## src/inc/ivc_pkg.sv

```systemverilog
package ivc_pkg;

  // Control-port byte addresses of the input-path volume registers.
  localparam int          ADDR_W         = 20;
  localparam logic [19:0] UPDATE_OFS     = 20'h0_4014;
  localparam logic [19:0] GAIN_OFS [4]   = '{20'h0_4028, 20'h0_4048, 20'h0_4068, 20'h0_4088};
  localparam logic [19:0] P2R_SOURCE_OFS = 20'h0_4084;
  localparam logic [19:0] HPF_CFG_OFS    = 20'h0_4244;
  localparam logic [19:0] RAMP_CFG_OFS   = 20'h0_4248;
  localparam logic [19:0] TRIGGER_OFS    = 20'h1_9000;

  // Field positions inside those registers.
  localparam int UPDATE_BIT    = 29;
  localparam int MUTE_BIT      = 28;
  localparam int VOL_LSB       = 16;
  localparam int PGA_LSB       = 1;
  localparam int SRC_LSB       = 28;
  localparam int HPF_ON_BIT    = 2;
  localparam int LOW_POWER_BIT = 0;
  localparam int CORNER_LSB    = 0;
  localparam int RISE_LSB      = 0;
  localparam int FALL_LSB      = 4;
  localparam int TRIG_BIT      = 0;

  // Values after reset and field limits.
  localparam logic       MUTE_RST    = 1'b1;
  localparam logic [7:0] VOL_RST     = 8'h80;
  localparam logic [7:0] VOL_MAX     = 8'hBF;
  localparam logic [6:0] PGA_RST     = 7'h40;
  localparam logic [6:0] PGA_MID_MIN = 7'h46;
  localparam logic [1:0] SRC_RST     = 2'h0;
  localparam logic [2:0] CORNER_RST  = 3'h2;
  localparam logic [2:0] RAMP_RST    = 3'h2;

  // Clock and ramp timing; a ramp covers 6 dB in 48 steps of 0.125 dB.
  localparam int unsigned CLK_PERIOD_NS = 25;
  localparam int unsigned STEP_PER_6DB  = 48;
  localparam int unsigned RAMP_0P5MS_US = 500;
  localparam int unsigned RAMP_1MS_US   = 1000;
  localparam int unsigned RAMP_2MS_US   = 2000;
  localparam int unsigned RAMP_4MS_US   = 4000;
  localparam int unsigned RAMP_8MS_US   = 8000;
  localparam int unsigned RAMP_15MS_US  = 15000;
  localparam int unsigned RAMP_30MS_US  = 30000;
  localparam int unsigned STEP_DIV      = STEP_PER_6DB * CLK_PERIOD_NS;
  localparam int unsigned STEP_CYC_0P5MS = RAMP_0P5MS_US * 1000 / STEP_DIV;
  localparam int unsigned STEP_CYC_1MS   = RAMP_1MS_US * 1000 / STEP_DIV;
  localparam int unsigned STEP_CYC_2MS   = RAMP_2MS_US * 1000 / STEP_DIV;
  localparam int unsigned STEP_CYC_4MS   = RAMP_4MS_US * 1000 / STEP_DIV;
  localparam int unsigned STEP_CYC_8MS   = RAMP_8MS_US * 1000 / STEP_DIV;
  localparam int unsigned STEP_CYC_15MS  = RAMP_15MS_US * 1000 / STEP_DIV;
  localparam int unsigned STEP_CYC_30MS  = RAMP_30MS_US * 1000 / STEP_DIV;

  // Gain arithmetic: gain in eighths of a dB, 512 is unity, offset aligns octaves.
  localparam logic [9:0] UNITY_GAIN = 10'h200;
  localparam logic [10:0] ALIGN_OFS = 11'h010;
  localparam int          FRAC_SHIFT = 40;
  localparam logic [15:0] DB_MANT [6] = '{16'h4000, 16'h47CF, 16'h5092, 16'h5A67,
                                          16'h656F, 16'h71CF};
  localparam logic [15:0] EIGHTH_MANT [8] = '{16'h8000, 16'h81DC, 16'h83BD, 16'h85A6,
                                              16'h8796, 16'h898D, 16'h8B8B, 16'h8D91};

endpackage

```

## src/design/ivc_gain_ramp.sv

```systemverilog
`timescale 1ns/1ps
`default_nettype none

module ivc_gain_ramp (
  // Clock and reset.
  input  wire logic       clk,
  input  wire logic       rst,
  // Target and shared step timing.
  input  wire logic [9:0] targetGain,
  input  wire logic       mute,
  input  wire logic       riseTick,
  input  wire logic       fallTick,
  input  wire logic       riseNow,
  input  wire logic       fallNow,
  // Applied gain in eighths of a dB.
  output logic      [9:0] gain_r,
  output logic            silent_r
);

  logic [9:0] effTarget;
  logic [9:0] gain_nxt;
  logic       silent_nxt;

  // A muted channel heads for the floor, so mute fades out like a gain cut.
  always_comb begin
    effTarget  = mute ? 10'h000 : targetGain;
    gain_nxt   = gain_r;
    if (gain_r < effTarget) begin
      if (riseNow) begin
        gain_nxt = effTarget;
      end else if (riseTick) begin
        gain_nxt = gain_r + 10'h001;
      end
    end else if (gain_r > effTarget) begin
      if (fallNow) begin
        gain_nxt = effTarget;
      end else if (fallTick) begin
        gain_nxt = gain_r - 10'h001;
      end
    end
    silent_nxt = mute && (gain_nxt == 10'h000);
  end

  // Reset leaves the channel muted at the floor.
  always_ff @(posedge clk) begin
    if (rst) begin
      gain_r   <= 10'h000;
      silent_r <= 1'b1;
    end else begin
      gain_r   <= gain_nxt;
      silent_r <= silent_nxt;
    end
  end
endmodule

`default_nettype wire

```

## src/design/ivc_input_volume_ctrl.sv

```systemverilog
`timescale 1ns/1ps
`default_nettype none
// Operation
// - Each channel applies digital gain from -64 dB to +31.5 dB in half-dB steps.
// - Mute bit 28 per channel, 1 mutes, resets muted.
// - Volume and mute writes stay pending until update bit 29 is written 1.
// - The update bit is write-only and reads back as zero.
// - Gain increase or unmute ramps at the rise rate, default 1 ms per 6 dB.
// - Gain decrease or mute ramps at the fall rate, same time encoding.
// - Ramps step the applied gain in 0.125 dB increments.
// - Digital paths at unity present -6 dBFS input as full scale.
// - PGA code in bits 7:1, 0x40 is 0 dB, 1 dB per code.
// - Mid-power operation lifts PGA settings of 5 dB or less to 6 dB.
// - Source bits 29:28 pick differential 00 or single-ended 01.
// - Single HPF enable, bit 2 of the source register, resets off.
// - Shared HPF corner field picks 2.5 to 40 Hz, resets to 010.
// - Low-power bit 0 acts only for analog input.
// - Trigger bit rising selects Standard Mode on analog paths, falling selects High-Performance.

module ivc_input_volume_ctrl #(
  parameter int unsigned STEP_CYC_8MS  = ivc_pkg::STEP_CYC_8MS,
  parameter int unsigned STEP_CYC_15MS = ivc_pkg::STEP_CYC_15MS,
  parameter int unsigned STEP_CYC_30MS = ivc_pkg::STEP_CYC_30MS
) (
  // Clock and reset.
  input  wire logic        clk,
  input  wire logic        rst,
  // Register port.
  input  wire logic        regWrite,
  input  wire logic        regRead,
  input  wire logic [19:0] regAddr,
  input  wire logic [31:0] regWdata,
  output logic      [31:0] regRdata_r,
  output logic             regRdValid_r,
  // Path configuration from outside this block.
  input  wire logic [1:0]  pathDigital,
  input  wire logic [1:0]  pathMidPower,
  // Sample stream in and out.
  input  wire logic signed [23:0] sampleIn,
  input  wire logic        sampleValid,
  input  wire logic [1:0]  sampleChan,
  output logic signed [23:0] sampleOut_r,
  output logic             sampleOutValid_r,
  output logic      [1:0]  sampleOutChan_r,
  // Applied settings.
  output logic      [39:0] appliedGain,
  output logic      [3:0]  channelSilent,
  output logic      [27:0] analogGain_r,
  output logic      [1:0]  p2rSource_r,
  output logic             p2rHighpassOn_r,
  output logic             p2rLowPower_r,
  output logic      [2:0]  highpassCorner_r,
  output logic      [1:0]  standardMode_r
);

  // Register state.
  logic [3:0] pendMute_r, pendMute_nxt, actMute_r, actMute_nxt;
  logic [7:0] pendVol_r [4], pendVol_nxt [4], actVol_r [4], actVol_nxt [4];
  logic [6:0] pga_r [4], pga_nxt [4];
  logic [1:0] src_r, src_nxt;
  logic       hpfOn_r, hpfOn_nxt, lowPow_r, lowPow_nxt;
  logic [2:0] corner_r, corner_nxt, riseRate_r, riseRate_nxt, fallRate_r, fallRate_nxt;
  logic       trig_r, trig_nxt;
  logic [31:0] rdata_nxt;
  logic       updWr;

  // Volume and mute writes land in the pending copies; the strobe moves them to active.
  always_comb begin
    pendMute_nxt = pendMute_r;
    actMute_nxt  = actMute_r;
    pendVol_nxt  = pendVol_r;
    actVol_nxt   = actVol_r;
    pga_nxt      = pga_r;
    src_nxt      = src_r;
    hpfOn_nxt    = hpfOn_r;
    lowPow_nxt   = lowPow_r;
    corner_nxt   = corner_r;
    riseRate_nxt = riseRate_r;
    fallRate_nxt = fallRate_r;
    trig_nxt     = trig_r;
    updWr = regWrite && (regAddr == ivc_pkg::UPDATE_OFS) && regWdata[ivc_pkg::UPDATE_BIT];
    if (regWrite) begin
      for (int c = 0; c < 4; c++) begin
        if (regAddr == ivc_pkg::GAIN_OFS[c]) begin
          pendMute_nxt[c] = regWdata[ivc_pkg::MUTE_BIT];
          pendVol_nxt[c]  = regWdata[ivc_pkg::VOL_LSB +: 8];
          pga_nxt[c]      = regWdata[ivc_pkg::PGA_LSB +: 7];
        end
      end
      if (regAddr == ivc_pkg::P2R_SOURCE_OFS) begin
        src_nxt    = regWdata[ivc_pkg::SRC_LSB +: 2];
        hpfOn_nxt  = regWdata[ivc_pkg::HPF_ON_BIT];
        lowPow_nxt = regWdata[ivc_pkg::LOW_POWER_BIT];
      end
      if (regAddr == ivc_pkg::HPF_CFG_OFS) begin
        corner_nxt = regWdata[ivc_pkg::CORNER_LSB +: 3];
      end
      if (regAddr == ivc_pkg::RAMP_CFG_OFS) begin
        riseRate_nxt = regWdata[ivc_pkg::RISE_LSB +: 3];
        fallRate_nxt = regWdata[ivc_pkg::FALL_LSB +: 3];
      end
      if (regAddr == ivc_pkg::TRIGGER_OFS) begin
        trig_nxt = regWdata[ivc_pkg::TRIG_BIT];
      end
    end
    if (updWr) begin
      actMute_nxt = pendMute_nxt;
      actVol_nxt  = pendVol_nxt;
    end
  end

  // Reads return the pending copies, which are what software last wrote.
  always_comb begin
    rdata_nxt = 32'h0000_0000;
    for (int c = 0; c < 4; c++) begin
      if (regAddr == ivc_pkg::GAIN_OFS[c]) begin
        rdata_nxt[ivc_pkg::MUTE_BIT]     = pendMute_r[c];
        rdata_nxt[ivc_pkg::VOL_LSB +: 8] = pendVol_r[c];
        rdata_nxt[ivc_pkg::PGA_LSB +: 7] = pga_r[c];
      end
    end
    if (regAddr == ivc_pkg::P2R_SOURCE_OFS) begin
      rdata_nxt[ivc_pkg::SRC_LSB +: 2]    = src_r;
      rdata_nxt[ivc_pkg::HPF_ON_BIT]      = hpfOn_r;
      rdata_nxt[ivc_pkg::LOW_POWER_BIT]   = lowPow_r;
    end
    if (regAddr == ivc_pkg::HPF_CFG_OFS) begin
      rdata_nxt[ivc_pkg::CORNER_LSB +: 3] = corner_r;
    end
    if (regAddr == ivc_pkg::RAMP_CFG_OFS) begin
      rdata_nxt[ivc_pkg::RISE_LSB +: 3]   = riseRate_r;
      rdata_nxt[ivc_pkg::FALL_LSB +: 3]   = fallRate_r;
    end
    if (regAddr == ivc_pkg::TRIGGER_OFS) begin
      rdata_nxt[ivc_pkg::TRIG_BIT]        = trig_r;
    end
  end

  // Register and read-answer flops.
  always_ff @(posedge clk) begin
    if (rst) begin
      pendMute_r   <= {4{ivc_pkg::MUTE_RST}};
      actMute_r    <= {4{ivc_pkg::MUTE_RST}};
      pendVol_r    <= '{default: ivc_pkg::VOL_RST};
      actVol_r     <= '{default: ivc_pkg::VOL_RST};
      pga_r        <= '{default: ivc_pkg::PGA_RST};
      src_r        <= ivc_pkg::SRC_RST;
      hpfOn_r      <= 1'b0;
      lowPow_r     <= 1'b0;
      corner_r     <= ivc_pkg::CORNER_RST;
      riseRate_r   <= ivc_pkg::RAMP_RST;
      fallRate_r   <= ivc_pkg::RAMP_RST;
      trig_r       <= 1'b0;
      regRdata_r   <= 32'h0000_0000;
      regRdValid_r <= 1'b0;
    end else begin
      pendMute_r   <= pendMute_nxt;
      actMute_r    <= actMute_nxt;
      pendVol_r    <= pendVol_nxt;
      actVol_r     <= actVol_nxt;
      pga_r        <= pga_nxt;
      src_r        <= src_nxt;
      hpfOn_r      <= hpfOn_nxt;
      lowPow_r     <= lowPow_nxt;
      corner_r     <= corner_nxt;
      riseRate_r   <= riseRate_nxt;
      fallRate_r   <= fallRate_nxt;
      trig_r       <= trig_nxt;
      regRdata_r   <= regRead ? rdata_nxt : regRdata_r;
      regRdValid_r <= regRead;
    end
  end

  // Step timers; one pair shared by all channels keeps the ramps in lockstep.
  logic [19:0] cnt_r [2], cnt_nxt [2], reload [2];
  logic [1:0]  tick;
  logic [2:0]  rate [2];

  function automatic logic [19:0] stepReload(input logic [2:0] code);
    logic [19:0] r;
    case (code)
      3'h1:    r = 20'(ivc_pkg::STEP_CYC_0P5MS);
      3'h2:    r = 20'(ivc_pkg::STEP_CYC_1MS);
      3'h3:    r = 20'(ivc_pkg::STEP_CYC_2MS);
      3'h4:    r = 20'(ivc_pkg::STEP_CYC_4MS);
      3'h5:    r = 20'(STEP_CYC_8MS);
      3'h6:    r = 20'(STEP_CYC_15MS);
      3'h7:    r = 20'(STEP_CYC_30MS);
      default: r = 20'h0_0001;
    endcase
    return r;
  endfunction

  // A rate change takes hold only at the next reload, hence the host restriction.
  always_comb begin
    rate[0] = riseRate_r;
    rate[1] = fallRate_r;
    for (int d = 0; d < 2; d++) begin
      reload[d] = stepReload(rate[d]);
      tick[d]   = (cnt_r[d] == 20'h0_0000);
      if (updWr || tick[d]) begin
        cnt_nxt[d] = reload[d] - 20'h0_0001;
      end else begin
        cnt_nxt[d] = cnt_r[d] - 20'h0_0001;
      end
    end
  end

  always_ff @(posedge clk) begin
    if (rst) begin
      cnt_r <= '{default: 20'h0_0000};
    end else begin
      cnt_r <= cnt_nxt;
    end
  end

  // One ramp per channel, all driven by the same ticks.
  logic [9:0] rampTarget [4];
  logic [9:0] chanGain [4];

  always_comb begin
    for (int c = 0; c < 4; c++) begin
      // code to eighth-dB, reserved codes clamp
      rampTarget[c] = {((actVol_r[c] > ivc_pkg::VOL_MAX) ? ivc_pkg::VOL_MAX : actVol_r[c]),
                       2'b00};
    end
  end

  for (genvar c = 0; c < 4; c++) begin : g_ramp
    ivc_gain_ramp u_ramp (
      .clk        (clk),
      .rst        (rst),
      .targetGain (rampTarget[c]),
      .mute       (actMute_r[c]),
      .riseTick   (tick[0]),
      .fallTick   (tick[1]),
      .riseNow    (riseRate_r == 3'h0),
      .fallNow    (fallRate_r == 3'h0),
      .gain_r     (chanGain[c]),
      .silent_r   (channelSilent[c])
    );
    assign appliedGain[c*10 +: 10] = chanGain[c];
  end

  // Gain multiply: octave shift times dB and eighth-dB mantissas.
  logic [10:0]        alignGain;
  logic [4:0]         octave;
  logic [5:0]         remEighths;
  logic [31:0]        mant;
  logic signed [56:0] prod;
  logic signed [73:0] scaled;
  logic signed [73:0] shifted;
  logic [5:0]         shiftAmt;
  logic [23:0]        sampleOut_nxt;

  always_comb begin
    alignGain  = 11'(chanGain[sampleChan]) + ivc_pkg::ALIGN_OFS;
    octave     = 5'(alignGain / 11'(ivc_pkg::STEP_PER_6DB));
    remEighths = 6'(alignGain % 11'(ivc_pkg::STEP_PER_6DB));
    mant       = 32'(ivc_pkg::DB_MANT[remEighths[5:3]]) *
                 32'(ivc_pkg::EIGHTH_MANT[remEighths[2:0]]);
    prod       = 57'(sampleIn) * 57'($signed({1'b0, mant}));
    shiftAmt   = 6'(octave) + 6'(pathDigital[sampleChan[1]]);
    scaled     = 74'(prod) <<< shiftAmt;
    shifted    = scaled >>> ivc_pkg::FRAC_SHIFT;
    // Saturate rather than wrap, since wrap turns a loud peak into a full-scale click.
    if (shifted[73:23] != {51{shifted[73]}}) begin
      sampleOut_nxt = shifted[73] ? 24'h80_0000 : 24'h7F_FFFF;
    end else begin
      sampleOut_nxt = shifted[23:0];
    end
    if (channelSilent[sampleChan]) begin
      sampleOut_nxt = 24'h00_0000;
    end
  end

  // Sample stage and configuration outputs.
  logic [27:0] analogGain_nxt;

  always_comb begin
    for (int c = 0; c < 4; c++) begin
      analogGain_nxt[c*7 +: 7] = (pathMidPower[c/2] && pga_r[c] < ivc_pkg::PGA_MID_MIN) ?
                                 ivc_pkg::PGA_MID_MIN : pga_r[c];
    end
  end

  always_ff @(posedge clk) begin
    if (rst) begin
      sampleOut_r      <= 24'h00_0000;
      sampleOutValid_r <= 1'b0;
      sampleOutChan_r  <= 2'h0;
      analogGain_r     <= {4{ivc_pkg::PGA_RST}};
      p2rSource_r      <= ivc_pkg::SRC_RST;
      p2rHighpassOn_r  <= 1'b0;
      p2rLowPower_r    <= 1'b0;
      highpassCorner_r <= ivc_pkg::CORNER_RST;
      standardMode_r   <= 2'h0;
    end else begin
      sampleOut_r      <= sampleValid ? sampleOut_nxt : sampleOut_r;
      sampleOutValid_r <= sampleValid;
      sampleOutChan_r  <= sampleValid ? sampleChan : sampleOutChan_r;
      analogGain_r     <= analogGain_nxt;
      p2rSource_r      <= src_r;
      p2rHighpassOn_r  <= hpfOn_r;
      p2rLowPower_r    <= lowPow_r && !pathDigital[1];
      highpassCorner_r <= corner_r;
      // mode follows the trigger bit level on analog paths, digital paths hold
      for (int p = 0; p < 2; p++) begin
        if (pathDigital[p]) begin
          standardMode_r[p] <= standardMode_r[p];
        end else if (trig_r != trig_nxt || standardMode_r[p] != trig_r) begin
          standardMode_r[p] <= trig_nxt;
        end
      end
    end
  end
endmodule

`default_nettype wire

```

## config.mk

```make
export PLATFORM = sky130hd
export DESIGN_NAME = ivc_input_volume_ctrl
export DESIGN_NICKNAME = d
export VERILOG_FILES = /design/src/inc/ivc_pkg.sv /design/src/design/ivc_gain_ramp.sv /design/src/design/ivc_input_volume_ctrl.sv
export SDC_FILE = /design/constraint.sdc
export NUM_CORES = 2
export LEC_CHECK = 0
export ABC_AREA = 1
export BUFFER_PORTS_ARGS = -buffer_cell sky130_fd_sc_hd__buf_2
export CAP_MARGIN = 20
export CORE_ASPECT_RATIO = 0.5
export CORE_MARGIN = 3
export CORE_UTILIZATION = 50
export CTS_CLUSTER_DIAMETER = 150
export DETAILED_ROUTE_END_ITERATION = 6
export PLACE_DENSITY = 0.76
export REMOVE_ABC_BUFFERS = 1
export SYNTH_ARGS = -nofsm -noshare
export SYNTH_HDL_FRONTEND = slang
export SYNTH_SLANG_ARGS = --single-unit
```

## constraint.sdc

```tcl
create_clock -name clk -period 62.5 [get_ports clk]
set_input_delay 15.625 -clock clk [delete_from_list [all_inputs] [get_ports clk]]
set_output_delay 15.625 -clock clk [all_outputs]
set_load 0.01 [all_outputs]
```

Word level (Yosys, flattened, before mapping) --
Memory sizes are Yosys's and may differ from the RTL's. Cells that the tools add are included.
Cells by class: add/subtract/negate cells 14, $mul 2, div/mod/pow operators 2, magnitude comparators 21, equal/unequal tests 27, shift operators 1, multiplexer cells 85, bitwise operators 5, reductions and logical operators 37
Operators by type and width (number):
- $mux W10 | 30
- $pmux W15 S7 | 2
- $eq A20 B15 Y1 const B | 8
- $mux W8 | 12
- $sub A20 B1 Y20 const B | 4
- $sshl A57 B6 Y74 | 1
- $mux W24 | 3
- $mux W16 | 4
- $mul A24 B33 Y57 | 1
- $add A10 B1 Y10 const B | 4
- $gt A10 B10 Y1 | 4
- $logic_not A10 Y1 | 4
- $logic_not A20 Y1 | 2
- $lt A10 B10 Y1 | 4
- $mux W20 | 2
- $sub A10 B1 Y10 const B | 4
- $gt A8 B8 Y1 const B | 4
- $mul A16 B16 Y32 | 1
- $mux W32 | 1
- $lt A7 B7 Y1 const B | 4
- $mux W7 | 4
- $eq A3 B3 Y1 const B | 8
- $mux W3 | 7
- $bmux W10 S2 | 1
- other kinds (26) | 75
Word-level totals: register bits after elaboration 281, ROM bits 256, memories kept 2
Memory list:
- (no name shown) | words 8, width 16, rd ports 1, clocked after memory_dff 0, write ports 0, line ivc_input_volume_ctrl.sv:261 | 32'(ivc_pkg::EIGHTH_MANT[remEighths[2:0]]);
- (no name shown) | words 8, width 16, rd ports 1, clocked after memory_dff 0, write ports 0, line ivc_input_volume_ctrl.sv:260 | mant = 32'(ivc_pkg::DB_MANT[remEighths[5:3]]) *

Depth between registers and ports, before layout --
word-level depth 16, mapped depth 109

Modules after synthesis --
Synthesis repeated with hierarchy kept, for this count alone.
Second synthesis, totals: cells, all modules 7508, area, all modules 52645.5 sq um
Modules (own cells, without submodules):
- ivc_input_volume_ctrl | instances 1, cells an instance 6300, area an instance 46044.2 sq um
- ivc_gain_ramp | instances 4, cells an instance 302, area an instance 1650.3 sq um

Worst setup path after synthesis --
Ideal clock, no wire load.
path kind input to register, start input sampleChan[0], end register sampleOut_r[3], arrival 31.053 ns, required time 62.368 ns, setup slack 31.315 ns, stages 92, buffers on the path 4, cells stage by stage buf_6 -> buf_6 -> a21oi_2 -> o21ai_1 -> nand2_2 -> ha_1 -> nand3_2 -> nor2_1 -> nor2_1 -> nor2_2 -> nand3_1 -> nand2_2 -> inv_1 -> o21ai_1 -> nand2_1 -> o21ai_1 -> nand2_1 -> nand2_4 -> [56 not listed] -> or2_2 -> nand4_1 -> nand3_1 -> nand3_1 -> nand2_1 -> inv_1 -> nand2_1 -> o21ai_1 -> nand3_2 -> nand3_2 -> nand2_4 -> nand3_1 -> nand3_2 -> nor2_4 -> buf_2 -> nand4_1 -> nand3_1 -> a21oi_1
Between the ends: cells in the longest elaborated chain, start to end 16, elaborated cells between the ends (all ways) 25, those cells by class add/sub (2); mul (2); div (2); eq/ne (1); shift (1); mux (12); bitwise (3); memory (2)
RTL lines:
- start: declaration | line ivc_input_volume_ctrl.sv:41 | input wire logic [1:0] sampleChan,
- $not A2 Y3 (not written as such) | line ivc_input_volume_ctrl.sv:257 | alignGain = 11'(chanGain[sampleChan]) + ivc_pkg::ALIGN_OFS;
- $bmux W10 S2 | line ivc_input_volume_ctrl.sv:257
- $mux W10 (not written as such) (2 in series) | line ivc_input_volume_ctrl.sv:257
- $add A10 B5 Y11 | line ivc_input_volume_ctrl.sv:257
- $mod A11 B6 Y11 | line ivc_input_volume_ctrl.sv:259 | remEighths = 6'(alignGain % 11'(ivc_pkg::STEP_PER_6DB));
- $not A3 Y4, on equally long branches | line ivc_input_volume_ctrl.sv:260, ivc_input_volume_ctrl.sv:261
- $mem_v2 Z8 W16, on equally long branches
- $mux W16, on equally long branches (2 in series) | line ivc_input_volume_ctrl.sv:260, ivc_input_volume_ctrl.sv:261
- $mul A16 B16 Y32 | line ivc_input_volume_ctrl.sv:260
- $mul A24 B33 Y57 | line ivc_input_volume_ctrl.sv:262 | prod = 57'(sampleIn) * 57'($signed({1'b0, mant}));
- $sshl A57 B6 Y74 | line ivc_input_volume_ctrl.sv:264 | scaled = 74'(prod) <<< shiftAmt;
- $ne A10 B10 Y1 / $mux W24 (equally long branches) | line ivc_input_volume_ctrl.sv:267, ivc_input_volume_ctrl.sv:268
- $mux W24 | line ivc_input_volume_ctrl.sv:267 | if (shifted[73:23] != {51{shifted[73]}}) begin
- $mux W24 (*) | line ivc_input_volume_ctrl.sv:272 | if (channelSilent[sampleChan]) begin
- end signal: assignment | line ivc_input_volume_ctrl.sv:299 | sampleOut_r <= sampleValid ? sampleOut_nxt : sampleOut_r;
- end: declaration | line ivc_input_volume_ctrl.sv:42 | output logic signed [23:0] sampleOut_r,
Every way passes the cells marked *; elsewhere a longest branch is shown, timed or not. The select of a mux whose other input is x is not followed. A chain may end at the register's enable or synchronous reset.

Worst setup path after layout --
start input sampleChan[0], end register sampleOut_r[1]
Same word-level chain as after synthesis.

==> results.yml <==
run_status:
  status: "finished clean"
setup_path:
  slowest_stage: "xor2_1"
  crit_path_frequent_cell: "nand2_1"
  cp-end-kind: "register"
  cp.arrival_ps: 35610
  worstPathRequired_ps: 62990
  cp-startpoint: "sampleChan[0]"
  crit_fanout: 34
  worstSetupStartpointType: "input pin"
  worstSetupPathType: "in -> reg"
  slowest_delay_ps: 860
  r2r-start: "g_ramp[3].u_ramp.gain_r[4]$_SDFF_PP0_"
yosys:
  synth.top_cell.area_share_pct: 31.4
  netlist-cell-type-count: 65
  synth-async-reset-ratio_pct: 0
  synthTopCellsByArea: "fa_1 31%, dfxtp_1 11%, inv_1 11%"
  ys.flop_type: "dfxtp_1"
  synth_area_per_cell_um2: 7.28
  yosysMostFrequentCell: "inv_1"
  synth_top_cell_by_area: "fa_1"
  synthTopCellsByCount: "1458 x inv_1, 1272 x nand2_1, 828 x nor2_1, 794 x fa_1, 398 x ha_1"
  ys.warnings.count: 0
  synth_cells: 6947
  synth_seq_cells: 281
  synth_area_mm2: 0.0506
  ys_seq_area_share_pct: 11.1
  synth_enable_flop_cells: 0
grt:
  grt_use_total_pct: 29.5
  antenna_found_initial: 6
  grt-ovfl-total: 0
  grt_pass1_vias: 45100
  grt_pass1_wl_mm: 248
  grt_max_degree: 102
clocking:
  path_clk_slew_ps: 60
  root_buffer: "clkbuf_16"
  cts_buffer_depth: 3
  cts_hold_buf: 0
  cts_sinks: 281
  cts_tree: "done"
  numCtsBuffers: 31
  cts_resized: 0
  htreeDepth: 1
  clock_latency_ps: 610
  post_cts_buffers: 0
timing:
  fin_tns_setup_ps: 0
  rsz0062_at_grt: "false"
  clock_skew_ps: 48.0
  hold_violations: 0
  finalSetupViolations: 0
  relSlewSlack_pct: 14.1
  fin_crit_ps: 35110
  worst_pin_slew_ps: 1290
  period_share_pct: 56.2
  max_freq_mhz: 28.5
  finalMaxSlewViolations: 0
floorplan:
  die_h_um: 231
  dieArea_mm2: 0.105
  rows: 81
  core_mm2: 0.0990
  boundaryPins: 228
  die_w_um: 456
  start_util_pct: 51.1
detailed_routing:
  antenna_left: 0
  post_drt_wl_per_cell_um: 18.7
  drc: 0
  dr.first_iter.drc_count: 4105
  firstDrtPassIters: 6
  viasPerCell: 5.53
  wl_mm: 155
  num_vias: 45900
finish:
  nNetsFinal: 8219
  drive_gt1_share_pct: 5.70
  fillers: 9474
  stdcell_count: 8295
  stdcell_area_mm2: 0.0535
  areaGrowthSynthToFinish_pct: 5.71
min_path:
  min_path_type: "reg -> reg"
  min_from: "corner_r[2]$_SDFFE_PP0P_"
place:
  portBuffers: 199
  placed_area_mm2: 0.0524
  dpl.hpwl_mm: 125
  place_congestion: 0.997
  place_inst: 8234
job:
  cap_violations: 0
cells in the final DEF, fill, tap and decap left out, drive strengths merged, types with 7 or more instances in the layout:
master	count
nand2	1285
mux2i	15
a21o	10
nor4	26
buf	239
nand4	74
o22ai	22
inv	1469
o21ai	388
a31oi	21
xor2	67
xnor2	22
fa	794
o2111ai	9
clkbuf	44
nand3	316
nor2	836
a211oi	12
a21oi	339
clkinv	27
nand3b	14
dfxtp	281
a21boi	7
conb	14
a221oi	15
ha	398
o211ai	58
o21a	9
o221ai	7
or2	49
nor3	52
o21bai	12
per-stage QoR:
stage | util (%) | hold slack, ps | setup WS, ps
global route | 54.0 | 476 | 26150
floorplan | - | 413 | 31360
CTS | 54.0 | 427 | 27630
detailed placement | 52.9 | 446 | 27070
finish | 54.0 | 447 | 27390
global placement | 52.9 | 443 | 27170
cell type report:
| type | instances | area, µm² | area share (%) |
|---|---|---|---|
| multi-input combinational | 4898 | 38200 | 71.4 |
| sequential | 281 | 5630 | 10.5 |
| clock buffer | 44 | 895 | 1.67 |
| clock inverter | 14 | 185 | 0.346 |
| tap | 1328 | 1660 | 3.11 |
| inverter | 1489 | 5590 | 10.5 |
| timing repair buffer | 239 | 1310 | 2.45 |
| antenna | 2 | 5.00 | 0.00936 |
state kept, by name, indices dropped and copies added (netlist names), 4 cells and up:
| name | count |
|---|---|
| regRdata_r | 18 |
| cnt_r | 40 |
| g_ramp.u_ramp.gain_r | 40 |
| g_ramp.u_ramp.silent_r | 4 |
| pga_r | 28 |
| actVol_r | 32 |
| pendMute_r | 4 |
| sampleOut_r | 24 |
| pendVol_r | 32 |
| analogGain_r | 28 |
| actMute_r | 4 |
worst max-delay path, delay by kind of cell:
| kind | cells | cell delay, ps |
|---|---|---|
| xor+xnor | 2 | 1030 |
| fa+ha+maj | 17 | 7800 |
| compound gates | 13 | 2930 |
| buf+inv | 19 | 2470 |
| simple gates | 40 | 5680 |
path summary, 6_finish.rpt:
kind	slack, ps	endpoint	depth (start not counted)
max	27390	sampleOut_r[1]$_SDFFE_PP0P_	91
min	450	highpassCorner_r[2]$_SDFF_PP0_	2
max reg2reg	42300	sampleOut_r[1]$_SDFFE_PP0P_	90
min reg2reg	450	highpassCorner_r[2]$_SDFF_PP0_	2
cell families after synthesis:
logic type	after synthesis	synth area share, %
and+or+nand+nor	2658	21.9
buffers and inverters	1781	13.6
adders and majority gates	1192	41.3
AOI/OAI and AO/OA	930	10.2
DFF	281	11.1
xor gates and xnor gates	89	1.54
muxes	15	0.297
other	1	0.00742
layer usage:
metal,vias up,global-route usage (%),wire (µm)
li1,21300,-,-
met4,6,10.4,6340
met1,22000,39.5,63900
met5,-,0,46
met3,370,6.40,15700
met2,2190,47.4,69300
Power is not shown: default switching activity piles up to over one toggle a cycle in this logic, so the estimate is an artifact.
